## config.mk

```make
export PLATFORM = sky130hd
export DESIGN_NAME = svmc_top
export DESIGN_NICKNAME = d
export VERILOG_FILES = /design/src/rtl/svmc_pkg.sv /design/src/rtl/svmc_filter.sv /design/src/rtl/svmc_top.sv
export SDC_FILE = /design/constraint.sdc
export NUM_CORES = 1
export LEC_CHECK = 0
export BUFFER_PORTS_ARGS = -buffer_cell sky130_fd_sc_hd__buf_4
export CAP_MARGIN = 20
export CORE_ASPECT_RATIO = 1.1
export CORE_UTILIZATION = 40
export DETAILED_ROUTE_END_ITERATION = 8
export GPL_ROUTABILITY_DRIVEN = 0
export SETUP_SLACK_MARGIN = 0.3
export SLEW_MARGIN = 20
export SYNTH_ARGS = -nofsm -noshare
export SYNTH_HDL_FRONTEND = slang
export SYNTH_SLANG_ARGS = --single-unit
```

## constraint.sdc

```tcl
create_clock -name CLK_I -period 5.15 [get_ports CLK_I]
set_input_delay 0.2575 -clock CLK_I [delete_from_list [all_inputs] [get_ports CLK_I]]
set_output_delay 0.2575 -clock CLK_I [all_outputs]
set_load 0.02 [all_outputs]
```

## src/rtl/svmc_pkg.sv

```systemverilog
// Package of constants for the supply voltage monitor control block.
package svmc_pkg;

  // ****************************************************************
  // Register map (word index, byte address is four times the index)
  // ****************************************************************
  localparam logic [7:0]  SVMC_IDX_SECOND_CTRL  = 8'h37;
  localparam logic [7:0]  SVMC_IDX_FIRST_CTRL   = 8'h36;
  localparam logic [7:0]  SVMC_IDX_DETECT_EN    = 8'h40;
  localparam logic [7:0]  SVMC_IDX_DETECT_STAT  = 8'h41;
  localparam logic [7:0]  SVMC_IDX_PROTECT      = 8'h42;
  localparam logic [7:0]  SVMC_IDX_CLOCK_CTRL   = 8'h43;

  // ****************************************************************
  // Field positions of the monitor control, detect, protect and clock registers
  // ****************************************************************
  localparam int SVMC_B_ENABLE    = 0;
  localparam int SVMC_B_BYPASS    = 1;
  localparam int SVMC_B_CROSS     = 2;
  localparam int SVMC_B_WDT       = 3;
  localparam int SVMC_B_DIV_LO    = 4;
  localparam int SVMC_B_DIV_HI    = 5;
  localparam int SVMC_B_MODE      = 6;
  localparam int SVMC_B_EDGE      = 7;
  localparam int SVMC_B_DET1_EN   = 6;
  localparam int SVMC_B_DET2_EN   = 7;
  localparam int SVMC_B_LEVEL2    = 3;
  localparam int SVMC_B_PROTECT   = 3;
  localparam int SVMC_B_OSC_STOP  = 4;

  // ****************************************************************
  // Reset values
  // ****************************************************************
  localparam logic [7:0]  SVMC_RST_SECOND_CTRL = 8'h00;
  localparam logic [7:0]  SVMC_RST_FIRST_CTRL  = 8'h00;
  localparam logic [7:0]  SVMC_RST_DETECT_EN   = 8'h00;
  localparam logic [7:0]  SVMC_RST_PROTECT     = 8'h00;
  localparam logic        SVMC_RST_OSC_STOP    = 1'b1;

  // ****************************************************************
  // Timing
  // ****************************************************************
  localparam int SVMC_CLK_HZ        = 40000000;
  localparam int SVMC_OSC_HZ        = 125000;
  localparam int SVMC_OSC_CYCLES    = SVMC_CLK_HZ / SVMC_OSC_HZ;
  localparam int SVMC_SETTLE_US     = 100;
  localparam int SVMC_SETTLE_CYCLES = (SVMC_SETTLE_US * (SVMC_CLK_HZ / 1000000));
  localparam int SVMC_FLT_SAMPLES   = 2;

endpackage

```

## src/rtl/svmc_filter.sv

```systemverilog
// Digital majority filter for one supply comparator.
`timescale 1ns/1ps
`default_nettype none

module svmc_filter
  import svmc_pkg::*;
(
  input  wire logic       CLK_I,
  input  wire logic       RST_I,
  input  wire logic       sample_i,
  input  wire logic       level_i,
  input  wire logic       bypass_i,
  output logic            level_o,
  output logic            rise_o,
  output logic            fall_o
);

  logic [1:0] hist_r;
  logic [1:0] hist_nxt;
  logic       out_r;
  logic       out_nxt;

  // ****************************************************************
  // Sample history and qualified level
  // ****************************************************************

  // Two consecutive equal samples move the filtered level; bypass follows input.
  always_comb
  begin
    hist_nxt = hist_r;
    out_nxt  = out_r;
    if (bypass_i)
    begin
      out_nxt  = level_i;
      hist_nxt = {level_i, level_i};
    end
    else if (sample_i)
    begin
      hist_nxt = {hist_r[0], level_i};
      if (hist_r[0] == level_i)
      begin
        out_nxt = level_i;
      end
    end
  end

  // Registers the filter state.
  always_ff @(posedge CLK_I)
  begin
    if (RST_I)
    begin
      hist_r <= 2'h3;                                        // Matches the supply-above idle level.
      out_r  <= 1'b1;                                        // So no false edge follows reset.
    end
    else
    begin
      hist_r <= hist_nxt;
      out_r  <= out_nxt;
    end
  end

  // Edge pulses of the filtered level, one clock wide.
  assign level_o = out_r;
  assign rise_o  = out_nxt & ~out_r;
  assign fall_o  = ~out_nxt & out_r;

endmodule

`default_nettype wire

```

## src/rtl/svmc_top.sv

```systemverilog
// Supply voltage monitor control: registers, filters, reset and interrupt outputs.
`timescale 1ns/1ps
`default_nettype none

module svmc_top
  import svmc_pkg::*;
#(
  parameter int SETTLE_CYCLES = SVMC_SETTLE_CYCLES
)
(
  input  wire logic        CLK_I,
  input  wire logic        RST_I,
  input  wire logic        WARM_RST_I,
  input  wire logic        WDT_EVENT_I,
  input  wire logic        CMP1_ABOVE_I,
  input  wire logic        CMP2_ABOVE_I,
  input  wire logic        CYC_I,
  input  wire logic        STB_I,
  input  wire logic        WE_I,
  input  wire logic [9:0]  ADR_I,
  input  wire logic [3:0]  SEL_I,
  input  wire logic [31:0] DAT_I,
  output logic      [31:0] DAT_O,
  output logic             ACK_O,
  output logic             FIRST_RESET_O,
  output logic             SECOND_RESET_O,
  output logic             SECOND_IRQ_O
);

  // ****************************************************************
  // Pin synchronisers
  // ****************************************************************
  logic [1:0] cmp1_s_r;
  logic [1:0] cmp2_s_r;
  logic       cmp1;
  logic       cmp2;

  // Two flip-flops on each comparator pin.
  always_ff @(posedge CLK_I)
  begin
    if (RST_I)
    begin
      cmp1_s_r <= 2'h3;
      cmp2_s_r <= 2'h3;
    end
    else
    begin
      cmp1_s_r <= {cmp1_s_r[0], CMP1_ABOVE_I};
      cmp2_s_r <= {cmp2_s_r[0], CMP2_ABOVE_I};
    end
  end

  assign cmp1 = cmp1_s_r[1];
  assign cmp2 = cmp2_s_r[1];

  // ****************************************************************
  // Registers and bus slave
  // ****************************************************************
  logic [7:0] ctl2_r;
  logic [7:0] ctl2_nxt;
  logic [7:0] ctl1_r;
  logic [7:0] ctl1_nxt;
  logic [7:0] den_r;
  logic [7:0] den_nxt;
  logic       prot_r;
  logic       prot_nxt;
  logic       osc_stop_r;
  logic       osc_stop_nxt;
  logic       ack_r;
  logic       ack_nxt;
  logic [7:0] rdat_r;
  logic [7:0] rdat_nxt;
  logic       wr;
  logic       wr8;
  logic [7:0] idx;
  logic       cross_ev;
  logic       lvl2_ok;

  assign idx = ADR_I[9:2];
  assign wr  = CYC_I & STB_I & WE_I & ~ack_r;
  assign wr8 = wr & SEL_I[0];

  // Computes register next values and the read word.
  always_comb
  begin
    ctl2_nxt     = ctl2_r;
    ctl1_nxt     = ctl1_r;
    den_nxt      = den_r;
    prot_nxt     = prot_r;
    osc_stop_nxt = osc_stop_r;
    ack_nxt      = CYC_I & STB_I & ~ack_r;
    rdat_nxt     = 8'h00;
    if (wr8 && idx == SVMC_IDX_SECOND_CTRL && prot_r)
    begin
      ctl2_nxt = DAT_I[7:0];
      ctl2_nxt[SVMC_B_CROSS] = ctl2_r[SVMC_B_CROSS] & DAT_I[SVMC_B_CROSS];
      ctl2_nxt[SVMC_B_WDT]   = ctl2_r[SVMC_B_WDT] & DAT_I[SVMC_B_WDT];
    end
    if (wr8 && idx == SVMC_IDX_FIRST_CTRL && prot_r)
    begin
      ctl1_nxt = DAT_I[7:0];
    end
    if (wr8 && idx == SVMC_IDX_DETECT_EN && prot_r)
    begin
      den_nxt = DAT_I[7:0];
    end
    if (wr8 && idx == SVMC_IDX_PROTECT)
    begin
      prot_nxt = DAT_I[SVMC_B_PROTECT];
    end
    if (wr8 && idx == SVMC_IDX_CLOCK_CTRL)
    begin
      osc_stop_nxt = DAT_I[SVMC_B_OSC_STOP];
    end
    // Hardware sets win over a software clear in the same cycle.
    if (cross_ev && den_r[SVMC_B_DET2_EN])
    begin
      ctl2_nxt[SVMC_B_CROSS] = 1'b1;
    end
    if (WDT_EVENT_I)
    begin
      ctl2_nxt[SVMC_B_WDT] = 1'b1;
    end
    case (idx)
      SVMC_IDX_SECOND_CTRL: rdat_nxt = ctl2_r;
      SVMC_IDX_FIRST_CTRL:  rdat_nxt = ctl1_r & 8'hf7;
      SVMC_IDX_DETECT_EN:   rdat_nxt = den_r;
      SVMC_IDX_DETECT_STAT: rdat_nxt = {4'h0, lvl2_ok, 3'h0};
      SVMC_IDX_PROTECT:     rdat_nxt = {4'h0, prot_r, 3'h0};
      SVMC_IDX_CLOCK_CTRL:  rdat_nxt = {3'h0, osc_stop_r, 4'h0};
      default:              rdat_nxt = 8'h00;
    endcase
  end

  // Registers; flags survive a warm reset.
  always_ff @(posedge CLK_I)
  begin
    if (RST_I)
    begin
      ctl2_r     <= SVMC_RST_SECOND_CTRL;
      ctl1_r     <= SVMC_RST_FIRST_CTRL;
      den_r      <= SVMC_RST_DETECT_EN;
      prot_r     <= 1'b0;
      osc_stop_r <= SVMC_RST_OSC_STOP;
      ack_r      <= 1'b0;
      rdat_r     <= 8'h00;
    end
    else if (WARM_RST_I)
    begin
      ctl2_r     <= {4'h0, ctl2_nxt[SVMC_B_WDT], ctl2_nxt[SVMC_B_CROSS], 2'h0};
      ctl1_r     <= ctl1_r;
      den_r      <= den_r;
      prot_r     <= 1'b0;
      osc_stop_r <= SVMC_RST_OSC_STOP;
      ack_r      <= 1'b0;
      rdat_r     <= 8'h00;
    end
    else
    begin
      ctl2_r     <= ctl2_nxt;
      ctl1_r     <= ctl1_nxt;
      den_r      <= den_nxt;
      prot_r     <= prot_nxt;
      osc_stop_r <= osc_stop_nxt;
      ack_r      <= ack_nxt;
      rdat_r     <= rdat_nxt;
    end
  end

  assign ACK_O = ack_r;
  assign DAT_O = {24'h000000, rdat_r};

  // ****************************************************************
  // Oscillator tick, sampling dividers and settle timer
  // ****************************************************************
  logic [15:0] osc_cnt_r;
  logic [15:0] osc_cnt_nxt;
  logic [2:0]  div_cnt_r;
  logic [2:0]  div_cnt_nxt;
  logic [31:0] settle_r;
  logic [31:0] settle_nxt;
  logic        osc_tick;
  logic        smp1;
  logic        smp2;

  // Oscillator tick counter held at zero while the clock stop bit is set, a divide-by-8 prescale and the settle counter.
  always_comb
  begin
    osc_tick    = ~osc_stop_r && osc_cnt_r == 16'(SVMC_OSC_CYCLES - 1);
    osc_cnt_nxt = osc_stop_r ? 16'h0000 : (osc_tick ? 16'h0000 : osc_cnt_r + 16'h0001);
    div_cnt_nxt = osc_tick ? div_cnt_r + 3'h1 : div_cnt_r;
    settle_nxt  = settle_r;
    if (!den_r[SVMC_B_DET2_EN])
    begin
      settle_nxt = 32'h0;
    end
    else if (settle_r != 32'(SETTLE_CYCLES))
    begin
      settle_nxt = settle_r + 32'h1;
    end
  end

  // Registers the timing counters.
  always_ff @(posedge CLK_I)
  begin
    if (RST_I)
    begin
      osc_cnt_r <= 16'h0000;
      div_cnt_r <= 3'h0;
      settle_r  <= 32'h0;
    end
    else
    begin
      osc_cnt_r <= osc_cnt_nxt;
      div_cnt_r <= div_cnt_nxt;
      settle_r  <= settle_nxt;
    end
  end

  // Picks the sampling enable for a divide select of 1, 2, 4 or 8.
  function automatic logic pick_tick(input logic [1:0] sel, input logic [2:0] cnt,
                                     input logic tick);
    logic r;
    case (sel)
      2'h0:    r = tick;
      2'h1:    r = tick & (cnt[0] == 1'b0);
      2'h2:    r = tick & (cnt[1:0] == 2'h0);
      default: r = tick & (cnt == 3'h0);
    endcase
    return r;
  endfunction

  assign smp1    = pick_tick(ctl1_r[SVMC_B_DIV_HI:SVMC_B_DIV_LO], div_cnt_r, osc_tick);
  assign smp2    = pick_tick(ctl2_r[SVMC_B_DIV_HI:SVMC_B_DIV_LO], div_cnt_r, osc_tick);
  assign lvl2_ok = den_r[SVMC_B_DET2_EN] && settle_r == 32'(SETTLE_CYCLES) && cmp2;

  // ****************************************************************
  // Filters
  // ****************************************************************
  logic lvl1_f;
  logic lvl2_f;
  logic rise2;
  logic fall2;

  // First monitor filter; its bypass bit picks direct or filtered level.
  svmc_filter u_filt1 (
    .CLK_I    (CLK_I),
    .RST_I    (RST_I),
    .sample_i (smp1),
    .level_i  (cmp1),
    .bypass_i (ctl1_r[SVMC_B_BYPASS]),
    .level_o  (lvl1_f),
    .rise_o   (),
    .fall_o   ()
  );

  // Second monitor filter.
  svmc_filter u_filt2 (
    .CLK_I    (CLK_I),
    .RST_I    (RST_I),
    .sample_i (smp2),
    .level_i  (cmp2),
    .bypass_i (ctl2_r[SVMC_B_BYPASS]),
    .level_o  (lvl2_f),
    .rise_o   (rise2),
    .fall_o   (fall2)
  );

  // ****************************************************************
  // Request generation
  // ****************************************************************
  logic act2;
  logic irq_r;
  logic irq_nxt;
  logic rst2_r;
  logic rst2_nxt;
  logic rst1_r;
  logic rst1_nxt;

  // Filtered: both directions; bypassed: the edge chosen by the edge bit.
  assign cross_ev = ctl2_r[SVMC_B_BYPASS] ?
                    (ctl2_r[SVMC_B_EDGE] ? fall2 : rise2) : (rise2 | fall2);
  assign act2     = ctl2_r[SVMC_B_ENABLE] & den_r[SVMC_B_DET2_EN];

  // Computes interrupt pulse and both reset levels.
  always_comb
  begin
    irq_nxt  = act2 & cross_ev & ~ctl2_r[SVMC_B_MODE];
    rst2_nxt = act2 & ctl2_r[SVMC_B_MODE] & (rst2_r | (cross_ev & fall2));
    if (rst2_r && lvl2_f)
    begin
      rst2_nxt = 1'b0;
    end
    rst1_nxt = ctl1_r[SVMC_B_ENABLE] & den_r[SVMC_B_DET1_EN] & ~lvl1_f;
  end

  // Registers the request outputs.
  always_ff @(posedge CLK_I)
  begin
    if (RST_I)
    begin
      irq_r  <= 1'b0;
      rst2_r <= 1'b0;
      rst1_r <= 1'b0;
    end
    else
    begin
      irq_r  <= irq_nxt;
      rst2_r <= rst2_nxt;
      rst1_r <= rst1_nxt;
    end
  end

  assign SECOND_IRQ_O   = irq_r;
  assign SECOND_RESET_O = rst2_r;
  assign FIRST_RESET_O  = rst1_r;

endmodule

`default_nettype wire

```

* After elaboration in Yosys (flattened, before gate mapping) *
Cells that the tools add are included.

operators by class
  add/subtract/negate cells = 3
  equal/unequal tests = 15
  muxes and demuxes = 18
  bitwise gates (word level) = 31
  reductions and logical operators = 27

operators by type and width
  operator                 number
  $pmux W8 S6              1
  $add A32 B1 Y32 const B  1
  $eq A32 B12 Y1 const B   1
  $eq A8 B7 Y1 const B     4
  $ne A32 B12 Y1 const B   1
  $and A1 B1 Y1            20
  $add A16 B1 Y16 const B  1
  $eq A16 B9 Y1 const B    1
  $eq A8 B6 Y1 const B     2
  $mux W1                  14
  $logic_and A1 B1 Y1      13
  $not A1 Y1               9
  $logic_not A2 Y1         3
  $pmux W1 S3              2
  $reduce_and A2 Y1        3
  $reduce_bool A2 Y1       3
  $reduce_or A2 Y1         3
  $eq A2 B1 Y1 const B     2
  $eq A2 B2 Y1 const B     2
  $mux W4                  1
  $add A3 B1 Y3 const B    1
  $logic_not A3 Y1         1
  $reduce_or A3 Y1         1
  $eq A1 B1 Y1             2
  $or A1 B1 Y1             2

storage, ports and cells
  flip-flop bits (word level) = 97
  bits of input ports = 55
  output and inout bits = 36
  logic and storage cells = 114

* Longest topological paths before layout *
Gate-level depths: netlist of the first run.

  word-level depth = 13
  depth in mapped cells = 11
  gate-level depth less buffers = 11

* By module *
A second synthesis of the first run with hierarchy kept.

second synthesis, totals
  cell total of the unflattened synthesis = 565
  area, all modules = 4659.5 um2

by module, submodules not included
  module       times used  cells an instance  area each (um2)  seq. area each (um2)
  svmc_top     1           529                4404.2           1841.8
  svmc_filter  2           18                 127.6            40.0

* Worst setup path before layout of the first run *
Ideal clock, no wire load.

  path kind = flip-flop to flip-flop
  start = register osc_cnt_r[6]
  end = register rst2_r, in the netlist SECOND_RESET_O
  setup time = 0.070 ns
  data arrival time = 2.652 ns
  data required time = 5.080 ns
  path slack = 2.429 ns
  cell stages (with the launch flop) = 10
  buffers on the path = 1
  clock period less this slack = 2.721 ns
  cell sequence = dfxtp_1 or4b_1 clkbuf_1 a221oi_2 a211oi_1 a211oi_1 ha_1 mux2_2 or3b_2 a21oi_1

between the ends
  longest elaborated chain between the ends = 13
  elaborated cells between the ends (all ways) = 17
  classes of those cells = eq/ne: 1; mux: 5; bitwise: 10; reduce/logical: 1

ends and longest elaborated chain
  item                                     RTL line                                           source
  from (decl)                              svmc_top.sv:176                                    logic [15:0] osc_cnt_r;
  from (signal assigned)                   svmc_top.sv:214                                    osc_cnt_r <= osc_cnt_nxt;
  $eq A16 B9 Y1 *                          svmc_top.sv:189                                    osc_tick = ~osc_stop_r && osc_cnt_r == 16'(SVMC_OSC_CYCLES - 1);
  $logic_and A1 B1 Y1 *                    svmc_top.sv:189
  $and A1 B1 Y1 (on tied branches)         svmc_top.sv:228, svmc_top.sv:226, svmc_top.sv:227
  $pmux W1 S3 *                            svmc_top.sv:224                                    case (sel)
  $mux W1 *                                svmc_filter.sv:37                                  else if (sample_i)
  $mux W1 *                                svmc_filter.sv:32                                  if (bypass_i)
  $not A1 Y1                               svmc_filter.sv:65                                  assign fall_o = ~out_nxt & out_r;
  $and A1 B1 Y1                            svmc_filter.sv:65
  $or A1 B1 Y1 or $mux W1 (tied branches)  svmc_top.sv:282                                    (ctl2_r[SVMC_B_EDGE] ? fall2 : rise2) : (rise2 | fall2);
  $mux W1                                  svmc_top.sv:281                                    assign cross_ev = ctl2_r[SVMC_B_BYPASS] ?
  $and A1 B1 Y1 *                          svmc_top.sv:289                                    rst2_nxt = act2 & ctl2_r[SVMC_B_MODE] & (rst2_r | (cross_ev & fall2));
  $or A1 B1 Y1 *                           svmc_top.sv:289
  $and A1 B1 Y1 *                          svmc_top.sv:289
  to (signal assigned)                     svmc_top.sv:309                                    rst2_r <= rst2_nxt;
  to (decl)                                svmc_top.sv:275                                    logic rst2_r;

Mark *: on every way between the ends. The rest lies on a longest branch, timed or not.
A chain may end at the register's enable or synchronous reset.

* Final worst setup path of the first run *
Same ends and word-level chain as after synthesis.

==> results of run 1 <==
## state kept, by name, indices dropped and copies added (netlist names)
| name | cells |
|---|---|
| rdat_r | 8 |
| prot_r | 1 |
| den_r | 8 |
| u_filt2.hist_r | 1 |
| u_filt1.level_o | 1 |
| ctl2_r | 8 |
| ACK_O | 1 |
| FIRST_RESET_O | 1 |
| ctl1_r | 7 |
| u_filt1.hist_r | 1 |
| cmp1_s_r | 2 |
| div_cnt_r | 3 |
| SECOND_RESET_O | 1 |
| u_filt2.level_o | 1 |
| settle_r | 32 |
| osc_stop_r | 1 |
| osc_cnt_r | 16 |
| SECOND_IRQ_O | 1 |
| cmp2_s_r | 2 |
## kinds of logic (layout without fill, tap and decap cells)
kind of cell / Yosys count / after routing / share of synthesized area
simple gates: 241 / 241 / 0.283
flops: 96 / 96 / 0.400
compound gates: 90 / 90 / 0.117
buf+inv: 67 / 69 / 0.0732
mux: 31 / 31 / 0.0674
xor+xnor: 22 / 22 / 0.0401
fa+ha+maj: 7 / 7 / 0.0182
other cells: 1 / 24 / 0.000781
## worst paths after layout
path	end	cells past startpoint	slack [ps]	from
worst max-delay path	SECOND_RESET_O$_SDFF_PP0_	9	2190	osc_cnt_r[6]$_SDFF_PP0_
worst min-delay path	cmp1_s_r[0]$_SDFF_PP1_	2	90	CMP1_ABOVE_I
worst max register to register	SECOND_RESET_O$_SDFF_PP0_	9	2190	osc_cnt_r[6]$_SDFF_PP0_
worst min register to register	cmp1_s_r[1]$_SDFF_PP1_	1	420	cmp1_s_r[0]$_SDFF_PP1_
## where the power goes
part           internal (mW)  switching, mW  total (mW)
sequential             0.744        0.00120       0.746
clock                  0.354          0.281       0.634
combinational         0.0204         0.0362      0.0566
## Yosys cell counts, drive strengths merged, types with 2 or more instances
master,instances,area share
or2,7,0.0091
a22oi,6,0.0094
and4,8,0.015
nor4,14,0.020
nand2,28,0.022
mux2,11,0.026
o41ai,2,0.0036
ha,7,0.018
mux2i,20,0.042
o21ai,21,0.022
or3,10,0.013
a211o,2,0.0036
nand4,23,0.033
nand2b,21,0.027
nor4b,2,0.0036
xnor2,6,0.011
and2,9,0.012
clkbuf,24,0.019
buf,27,0.042
inv,16,0.013
nand3,28,0.029
a31oi,4,0.0052
or4b,2,0.0042
xor2,16,0.029
and3,10,0.013
a211oi,2,0.0031
a21oi,33,0.034
o31ai,11,0.017
a221oi,2,0.0049
nor2b,2,0.0026
dfxtp,96,0.40
or4,13,0.021
nor3,14,0.015
o311ai,3,0.0055
nor2,45,0.035
## per-layer routing
| metal | track usage | share of wire |
|---|---|---|
| met1 | 0.221 | 0.46 |
| met2 | 0.318 | 0.49 |
| met3 | 0.0360 | 0.031 |
| met4 | 0.0721 | 0.017 |
| met5 | 0 | 0 |
## placed cells by master (no fill, tap or decap), types with 3 or more instances in the layout
cell       instances
a21oi_1           33
a22oi_1            6
a31oi_1            4
and2_1             9
and3_1             9
and4_1             7
buf_4             37
clkbuf_16          9
conb_1            24
dfxtp_1           96
ha_1               7
inv_1             16
mux2_2            11
mux2i_1           20
nand2_1           27
nand2b_1          21
nand3_1           28
nand4_1           21
nor2_1            45
nor3_1            14
nor4_1            13
o21ai_0           19
o311ai_0           3
o31ai_1           11
or2_2              7
or3_1              9
or4_1             12
xnor2_1            6
xor2_1            16
## worst max-delay path, stage by stage, from the launching register on
cell and delay, ps:
dfxtp_1 360, or4b_1 690, a221oi_2 300, a211oi_1 160, a211oi_1 250, ha_1 200
mux2i_1 60, mux2_2 290, or3b_2 440, a21oi_1 140
## layout make-up
class | instances | area (um^2) | share of cell area
flip-flops and latches | 96 | 1920 | 0.359
clock inverters | 4 | 26.3 | 0.00491
well taps | 150 | 188 | 0.0351
clock buffers | 12 | 256 | 0.0479
repair buffers | 37 | 278 | 0.0519
multi-input cells | 415 | 2620 | 0.490
inverters | 16 | 60.1 | 0.0112
## through the flow
stage / std cells / setup slack (ps) / cell area [um^2] / hold slack [ps]
global route: 730 / 1920 / 5350 / 87.8
finish: 730 / 2190 / 5350 / 91.5
detailed placement: 714 / 2200 / 5060 / 400
global placement: 714 / 2250 / 5060 / 397
CTS: 730 / 2190 / 5350 / 80.3
floorplan: 578 / 2430 / 4890 / 361
==> qor.txt, run 1 <==
CTS Buffer Depth - 2
TritonCTS clock tree - yes
Filler Cells Inserted - 1170
CTS root buffer - clkbuf_16
Number of global-route vias before repair - 3785
Core area - 11600 um^2
Ant diodes - 0
Post-CTS setup buffer count - 0
Power density over cell area - 268 nW/um^2
Peak VDD IR - 204 uV
Status - finished clean
Nets - 637
Maxcap violations - 0
Number of flops mapped to enable cells by yosys - 0
Slew @ Worst Pin - 784 ps
Warnings, synthesis - 0
Die ar. - 12500 um^2
IO Pins - 91
Num rows - 41
Final Util - 0.462
Die X - 106 um
Ys async rst share - 0
Startpoint types - register
CTS Hold Bufs - 0
Residual DRC - 0
WL final - 10600 um
LEAKAGE - 1.88 nW
Clock sink total - 96
Max_slew headroom - 0.473
Port buffer count - 37
Critical Path Fanout Max - 7
Final Setup Violations - 0
Worst path required time - 5430 ps
Global-route wire length before repair - 18100 um
Yosys reg bits - 96
Post-synth top flop - dfxtp_1
Fmax - 337 MHz
Final Total Pwr - 1.44 mW
RSZ-0062 raised after global routing - false
Final worst path period need - 2960 ps
Period utilisation layout - 0.575
DP Wirelength - 7570 um
Worst skew pair latency - 350 ps
Pins Over Slew Limit - 0
1st-iter DRT viols - 219
Clk_skew - 9.99 ps
Routed vias - 3979
Starting Density - 0.414
Tot GR Track Use - 0.182
Clock-pin transition on the worst setup and hold timing paths - 60 ps
Remaining Overflow, GRT - 0
Arr. time, crit path - 3240 ps
Synth Instances - 555
Largest net degree at the start of global routing - 45
WS Path Type - register to register
Ratio of cells with drive above 1 in the final layout - 0.141
First drt pass iteration count - 4
PostCTS Resize Cnt - 0
Initial antenna violation count - 0
CP Capture Type - register
Hold crit path type - primary input to register
Synth unique cells - 55
Post-synthesis sequential area ratio - 0.400
Final Hold Viols - 0
Wirelength per Cell - 14.6 um
Setup TNS - 0 ps
Vias per cell - 5.45
ANT nets after route - 0
Num CTS Buffers - 9
Die Y - 117 um
H-Tree Depth - 3
Post-Syn Area - 4800 um^2
Syn Area/Cell - 8.66 um^2
Synth-to-layout area growth - 11.4%
No activity file was read; power rests on OpenSTA's default activity.
==> run 2, diff against run 1 <==
==> constraint.sdc (replaced) <==
create_clock -name CLK_I -period 2.6 [get_ports CLK_I]
set_input_delay 0.13 -clock CLK_I [delete_from_list [all_inputs] [get_ports CLK_I]]
set_output_delay 0.13 -clock CLK_I [all_outputs]
set_load 0.02 [all_outputs]
==> qor.txt, run 2 (synthesis results as in run 1) <==
Die ar. - 12500 um^2 (unchanged)
LEAKAGE - 2.01 nW (+7.1%)
Reg2reg setup slack - 40 ps (-2150 ps)
Period utilisation layout - 0.985 (+0.410)
R2R depth - 8 (-1)
Area of the multi-input gates - 2670 um^2 (+1.8%)
CP endpoint - SECOND_RESET_O$_SDFF_PP0_
Final setup margin - 38.6 ps (-2150 ps)
Peak VDD IR - 358 uV (+75%)
Starting Density - 0.414 (unchanged)
P_int - 2.28 mW (+100%)
Ant diodes - 0 (unchanged)
Residual DRC - 0 (unchanged)
Largest register FFs - 32 (unchanged)
Clk_skew - 6.65 ps (-3.34 ps)
Psw - 0.629 mW (+98%)
Die Y - 117 um (unchanged)
Final worst path period need - 2560 ps (-402 ps)
Maxcap violations - 0 (unchanged)
WL final - 11200 um (+5.2%)
Critical Path Fanout Max - 3 (-4)
Remaining Overflow, GRT - 0 (unchanged)
Largest Register - settle_r
Startpoint types - register
Clk network pwr share - 0.453 (+0.011)
Hold crit path type - primary input to register
Slew @ Worst Pin - 735 ps (-48.8 ps)
Sequential power share - 0.507 (-0.012)
CTS root buffer - clkbuf_16
Clock sink total - 96 (unchanged)
Max_slew headroom - 0.507 (+0.0336)
Final Instance Area - 5610 um^2 (+4.7%)
Commonest non-fill, non-tap cell in the layout - dfxtp_1
Placed instance area - 5230 um^2 (+3.3%)
Sw Ratio - 0.216 (-0.00541)
Register Area - 1920 um^2 (+0.13%)
Fmax - 390 MHz (+16%)
Routed vias - 4085 (+2.7%)
H-Tree Depth - 3 (unchanged)
Number of global-route vias before repair - 3843 (+1.5%)
Final hold slack - 56.7 ps (-34.8 ps)
TritonCTS clock tree - yes
Num rows - 41 (unchanged)
Combinational power share - 0.039 (about the same)
DP Wirelength - 7890 um (+4.4%)
RR Endpoint - SECOND_RESET_O$_SDFF_PP0_
Clock-pin transition on the worst setup and hold timing paths - 70 ps (about the same)
Num CTS Buffers - 9 (unchanged)
Largest regs - settle_r (32), osc_cnt_r (16)
Ratio of cells with drive above 1 in the final layout - 0.184 (+0.0424)
Pre-CTS setup slack - -24.4 ps (-2230 ps)
Port buffer count - 37 (unchanged)
Worst skew pair latency - 350 ps (about the same)
Initial antenna violation count - 0 (unchanged)
Global-route wire length before repair - 18600 um (+3.1%)
Arr. time, crit path - 2840 ps (-400 ps)
Most frequent cells in the layout - dfxtp_1, buf_4, nor2_1
Filler Cells Inserted - 1119 (-4.4%)
WS Path Type - register to register
CP Capture Type - register
Nets - 662 (+3.9%)
Vias per cell - 5.42 (-0.60%)
Power density over cell area - 519 nW/um^2 (+94%)
IO Pins - 91 (unchanged)
Final Util - 0.484 (+0.0218)
Worst R2R Start - osc_cnt_r[15]$_SDFF_PP0_
Wirelength per Cell - 14.8 um (+1.8%)
Final Setup Violations - 0 (unchanged)
Die X - 106 um (unchanged)
Synth-to-layout area growth - 16.7%
First drt pass iteration count - 4 (unchanged)
Final Hold Viols - 0 (unchanged)
Largest net degree at the start of global routing - 45 (unchanged)
CTS Buffer Depth - 2 (unchanged)
ANT nets after route - 0 (unchanged)
Status - finished clean
CP startpoint - osc_cnt_r[15]$_SDFF_PP0_
Pins Over Slew Limit - 0 (unchanged)
RSZ-0062 raised after global routing - true
Core area - 11600 um^2 (unchanged)
Tot GR Track Use - 0.189 (+0.00718)
1st-iter DRT viols - 228 (+4.1%)
Worst path required time - 2880 ps (-2550 ps)
## run 2: worst max-delay path, cell delays in order (launching register included)
cell and delay (ps):
dfxtp_2 320, or4b_4 560, a221oi_4 290, a211oi_4 120, a211oi_2 170, ha_2 300
mux2_4 270, or3b_4 360, a21oi_1 120
## run 2: repair_timing
action                     in CTS  in global routing
gates resized for setup         8                  4
setup buffers                   4                  0
pin swaps                       1                  1
hold endpoints to repair        2                  0
hold buffers                    2                  0
setup endpoints to repair       3                  3
## run 2: layout make-up
| class | count | share of cell area |
|---|---|---|
| Inverter | 16 | 0.0107 |
| Tap cell | 150 | 0.0335 |
| Multi-Input combinational cell | 415 | 0.476 |
| Clock inverter | 3 | 0.00759 |
| Sequential cell | 96 | 0.343 |
| Clock buffer | 12 | 0.0440 |
| Timing Repair Buffer | 62 | 0.0846 |
## run 2: power groups by stage
stage	combinational [mW]	sequential, mW	clock [mW]
global placement	0.110	1.51	0
CTS	0.114	1.48	1.35
global route	0.127	1.48	1.42
detailed placement	0.111	1.51	0
floorplan	0.0955	1.51	0
finish	0.115	1.48	1.32
## run 2: metal layers
metal  vias to the layer above  wire (um)  track usage
met3                        15        392       0.0354
met1                      1951       5120        0.236
met5                         -          0            0
li1                       2043          -            -
met4                         0        201       0.0758
met2                        76       5480        0.323
## run 2: worst min path at each step
stage | startpoint | end | depth (start not counted)
global route | DAT_I[3] | prot_r$_SDFFE_PP0P_ | 3
global placement | CMP2_ABOVE_I | cmp2_s_r[0]$_SDFF_PP1_ | 2
finish | DAT_I[0] | ctl2_r[0]$_SDFFE_PP0P_ | 3
CTS | DAT_I[0] | ctl2_r[0]$_SDFFE_PP0P_ | 3
detailed placement | CMP1_ABOVE_I | cmp1_s_r[0]$_SDFF_PP1_ | 2
floorplan | CMP1_ABOVE_I | cmp1_s_r[0]$_SDFF_PP1_ | 1
## run 2: metrics by stage
step	power [mW]	setup TNS, ps	std cells
3_5_place_dp	1.62	-24.4	733
6_report	2.91	0	754
2_1_floorplan	1.61	0	578
3_3_place_gp	1.62	0	733
4_1_cts	2.94	0	754
5_1_grt	3.02	-63.3	754
==> run 3, diff against run 2 <==
--- a/config.mk
+++ b/config.mk
@@ -8,11 +8,13 @@
 export BUFFER_PORTS_ARGS = -buffer_cell sky130_fd_sc_hd__buf_4
 export CAP_MARGIN = 20
 export CORE_ASPECT_RATIO = 1.1
-export CORE_UTILIZATION = 40
+export CORE_UTILIZATION = 45
 export DETAILED_ROUTE_END_ITERATION = 8
 export GPL_ROUTABILITY_DRIVEN = 0
+export PLACE_DENSITY = 0.7
 export SETUP_SLACK_MARGIN = 0.3
 export SLEW_MARGIN = 20
 export SYNTH_ARGS = -nofsm -noshare
 export SYNTH_HDL_FRONTEND = slang
 export SYNTH_SLANG_ARGS = --single-unit
+export TNS_END_PERCENT = 30
==> qor.txt, run 3 (synthesis results as in run 1) <==
Die Y - 110 um (-5.6%)
Arr. time, crit path - 2810 ps (-30 ps)
CTS root buffer - clkbuf_16
Largest net degree at the start of global routing - 45 (unchanged)
Max incr delay on CP - 550 ps (about the same)
Most frequent cells in the layout - dfxtp_1, buf_4, nor2_1
Wirelength per Cell - 14.5 um (-2.2%)
Remaining Overflow, GRT - 0 (unchanged)
Largest Register - settle_r
Crit-path slowest cell - or4b_4
Final Setup Violations - 0 (unchanged)
CP cell instances - or4b_4, a221oi_4, a211oi_2, a211oi_2, ha_1, mux2i_1, mux2_4, or3b_4, a21oi_1
Peak VDD IR - 290 uV (-19%)
LEAKAGE - 1.96 nW (-2.6%)
Max_slew headroom - 0.432 (-0.0746)
Power density over cell area - 514 nW/um^2 (-0.98%)
Ratio of cells with drive above 1 in the final layout - 0.176 (-0.00790)
Largest regs - settle_r (32), osc_cnt_r (16)
Vias per cell - 5.60 (+3.3%)
Ant diodes - 0 (unchanged)
CP dominant cell by count - a211oi_2
1st-iter DRT viols - 235 (+3.1%)
Residual DRC - 0 (unchanged)
Nets - 654 (-1.2%)
ANT nets after route - 0 (unchanged)
Area of the multi-input gates - 2670 um^2 (-0.23%)
Period utilisation layout - 0.979 (-0.00610)
Tot GR Track Use - 0.199 (+0.0102)
Num rows - 39 (-4.9%)
Status - finished clean
Port buffer count - 37 (unchanged)
Final Util - 0.531 (+0.0476)
Core area - 10400 um^2 (-10%)
Largest register FFs - 32 (unchanged)
Initial antenna violation count - 0 (unchanged)
Global-route wire length before repair - 17700 um (-5.0%)
Fmax - 393 MHz (+0.62%)
IO Pins - 91 (unchanged)
First drt pass iteration count - 4 (unchanged)
Synth-to-layout area growth - 14.9%
Die ar. - 11100 um^2 (-11%)
Worst R2R Start - osc_cnt_r[15]$_SDFF_PP0_
Hold crit path type - primary input to register
Critical Path Fanout Max - 3 (unchanged)
CP bufs+invs - 0 (unchanged)
WS Path Type - register to register
RSZ-0062 raised after global routing - true
DP Wirelength - 7720 um (-2.2%)
Maxcap violations - 0 (unchanged)
Number of global-route vias before repair - 3894 (+1.3%)
Final worst path period need - 2550 ps (-15.9 ps)
TritonCTS clock tree - yes
Pins Over Slew Limit - 0 (unchanged)
Worst skew pair latency - 340 ps (about the same)
H-Tree Depth - 3 (unchanged)
Filler Cells Inserted - 982 (-12%)
Routed vias - 4141 (+1.4%)
CTS Buffer Depth - 2 (unchanged)
CP Capture Type - register
Final Hold Viols - 0 (unchanged)
Crit path max-delay family - simple AND/OR/NAND/NOR gates
Register Area - 1920 um^2 (unchanged)
Hold Path Origin - DAT_I[3]
Final setup margin - 54.5 ps (+15.9 ps)
Pre-CTS setup slack - -90.3 ps (-65.8 ps)
Clk_skew - 8.58 ps (+1.93 ps)
Slew @ Worst Pin - 845 ps (+110 ps)
WL final - 10700 um (-4.0%)
Clock sink total - 96 (unchanged)
CP startpoint - osc_cnt_r[15]$_SDFF_PP0_
Worst path required time - 2870 ps (about the same)
Clock-pin transition on the worst setup and hold timing paths - 70 ps (about the same)
Startpoint types - register
Die X - 101 um (-5.6%)
Num CTS Buffers - 9 (unchanged)
Starting Density - 0.462 (+0.0478)
Setup TNS - 0 ps (unchanged)
Commonest non-fill, non-tap cell in the layout - dfxtp_1
-- run 3: cell types whose count changed in the layout (fill, tap and decap cells not counted), sizes merged --
| cell | before | now |
|---|---|---|
| buf | 60 | 52 |
| bufinv | 1 | 0 |
| inv | 16 | 18 |
| clkinv | 1 | 0 |
| clkbuf | 12 | 11 |
| clkinvlp | 1 | 3 |
-- run 3: routing by layer --
metal / wire [um] / vias to the layer above / part of all wire / global-route usage
met5: 0 / - / 0 / 0
met4: 231 / 0 / 0.022 / 0.0849
met3: 354 / 21 / 0.033 / 0.0347
met2: 5340 / 87 / 0.50 / 0.339
met1: 4810 / 1986 / 0.45 / 0.249
li1: - / 2047 / - / -
-- run 3: worst register-to-register path: cells and delay by family, from the launching register on --
kind / cells / cell delay, ps
AOI/OAI and AO/OA: 4 / 700
and+or+nand+nor: 2 / 910
adders and majority gates: 1 / 200
DFF: 1 / 330
muxes: 2 / 340
-- run 3: final cells by class --
class	instances	area share
multi-input cells	415	0.483
flip-flops and latches	96	0.349
repair buffers	54	0.0743
clock buffers	11	0.0440
well taps	143	0.0324
inverters	16	0.0109
clock inverters	5	0.00725
-- run 3: timing repair --
| action | CTS | global route |
|---|---|---|
| resized for setup | 3 | 6 |
| pin swaps | 0 | 0 |
| endpoints found under the hold margin | 2 | 0 |
| hold buffers | 2 | 0 |
| setup buffers | 0 | 1 |
| endpoints found under the setup margin | 3 | 7 |
-- run 3: report_power, final --
group	switching, mW	internal (mW)	total (mW)
Sequential	0.00267	1.47	1.48
Clock	0.566	0.682	1.25
Combinational	0.0721	0.0424	0.114
-- run 3: worst paths after layout --
check | to | slack [ps] | depth (start not counted)
worst max-delay path | SECOND_RESET_O$_SDFF_PP0_ | 50 | 9
worst min-delay path | prot_r$_SDFFE_PP0P_ | 70 | 3
worst max register to register | SECOND_RESET_O$_SDFF_PP0_ | 50 | 9
worst min register to register | cmp2_s_r[1]$_SDFF_PP1_ | 410 | 1
-- run 3: stage by stage --
step / hold WS (ps) / instances / instance area (um^2) / power (mW)
2_1_floorplan: 234 / 578 / 4920 / 1.61
3_3_place_gp: 316 / 721 / 5180 / 1.62
3_5_place_dp: 321 / 721 / 5180 / 1.62
4_1_cts: 55.4 / 739 / 5500 / 2.86
5_1_grt: 71.0 / 740 / 5520 / 2.94
6_report: 65.1 / 740 / 5520 / 2.84
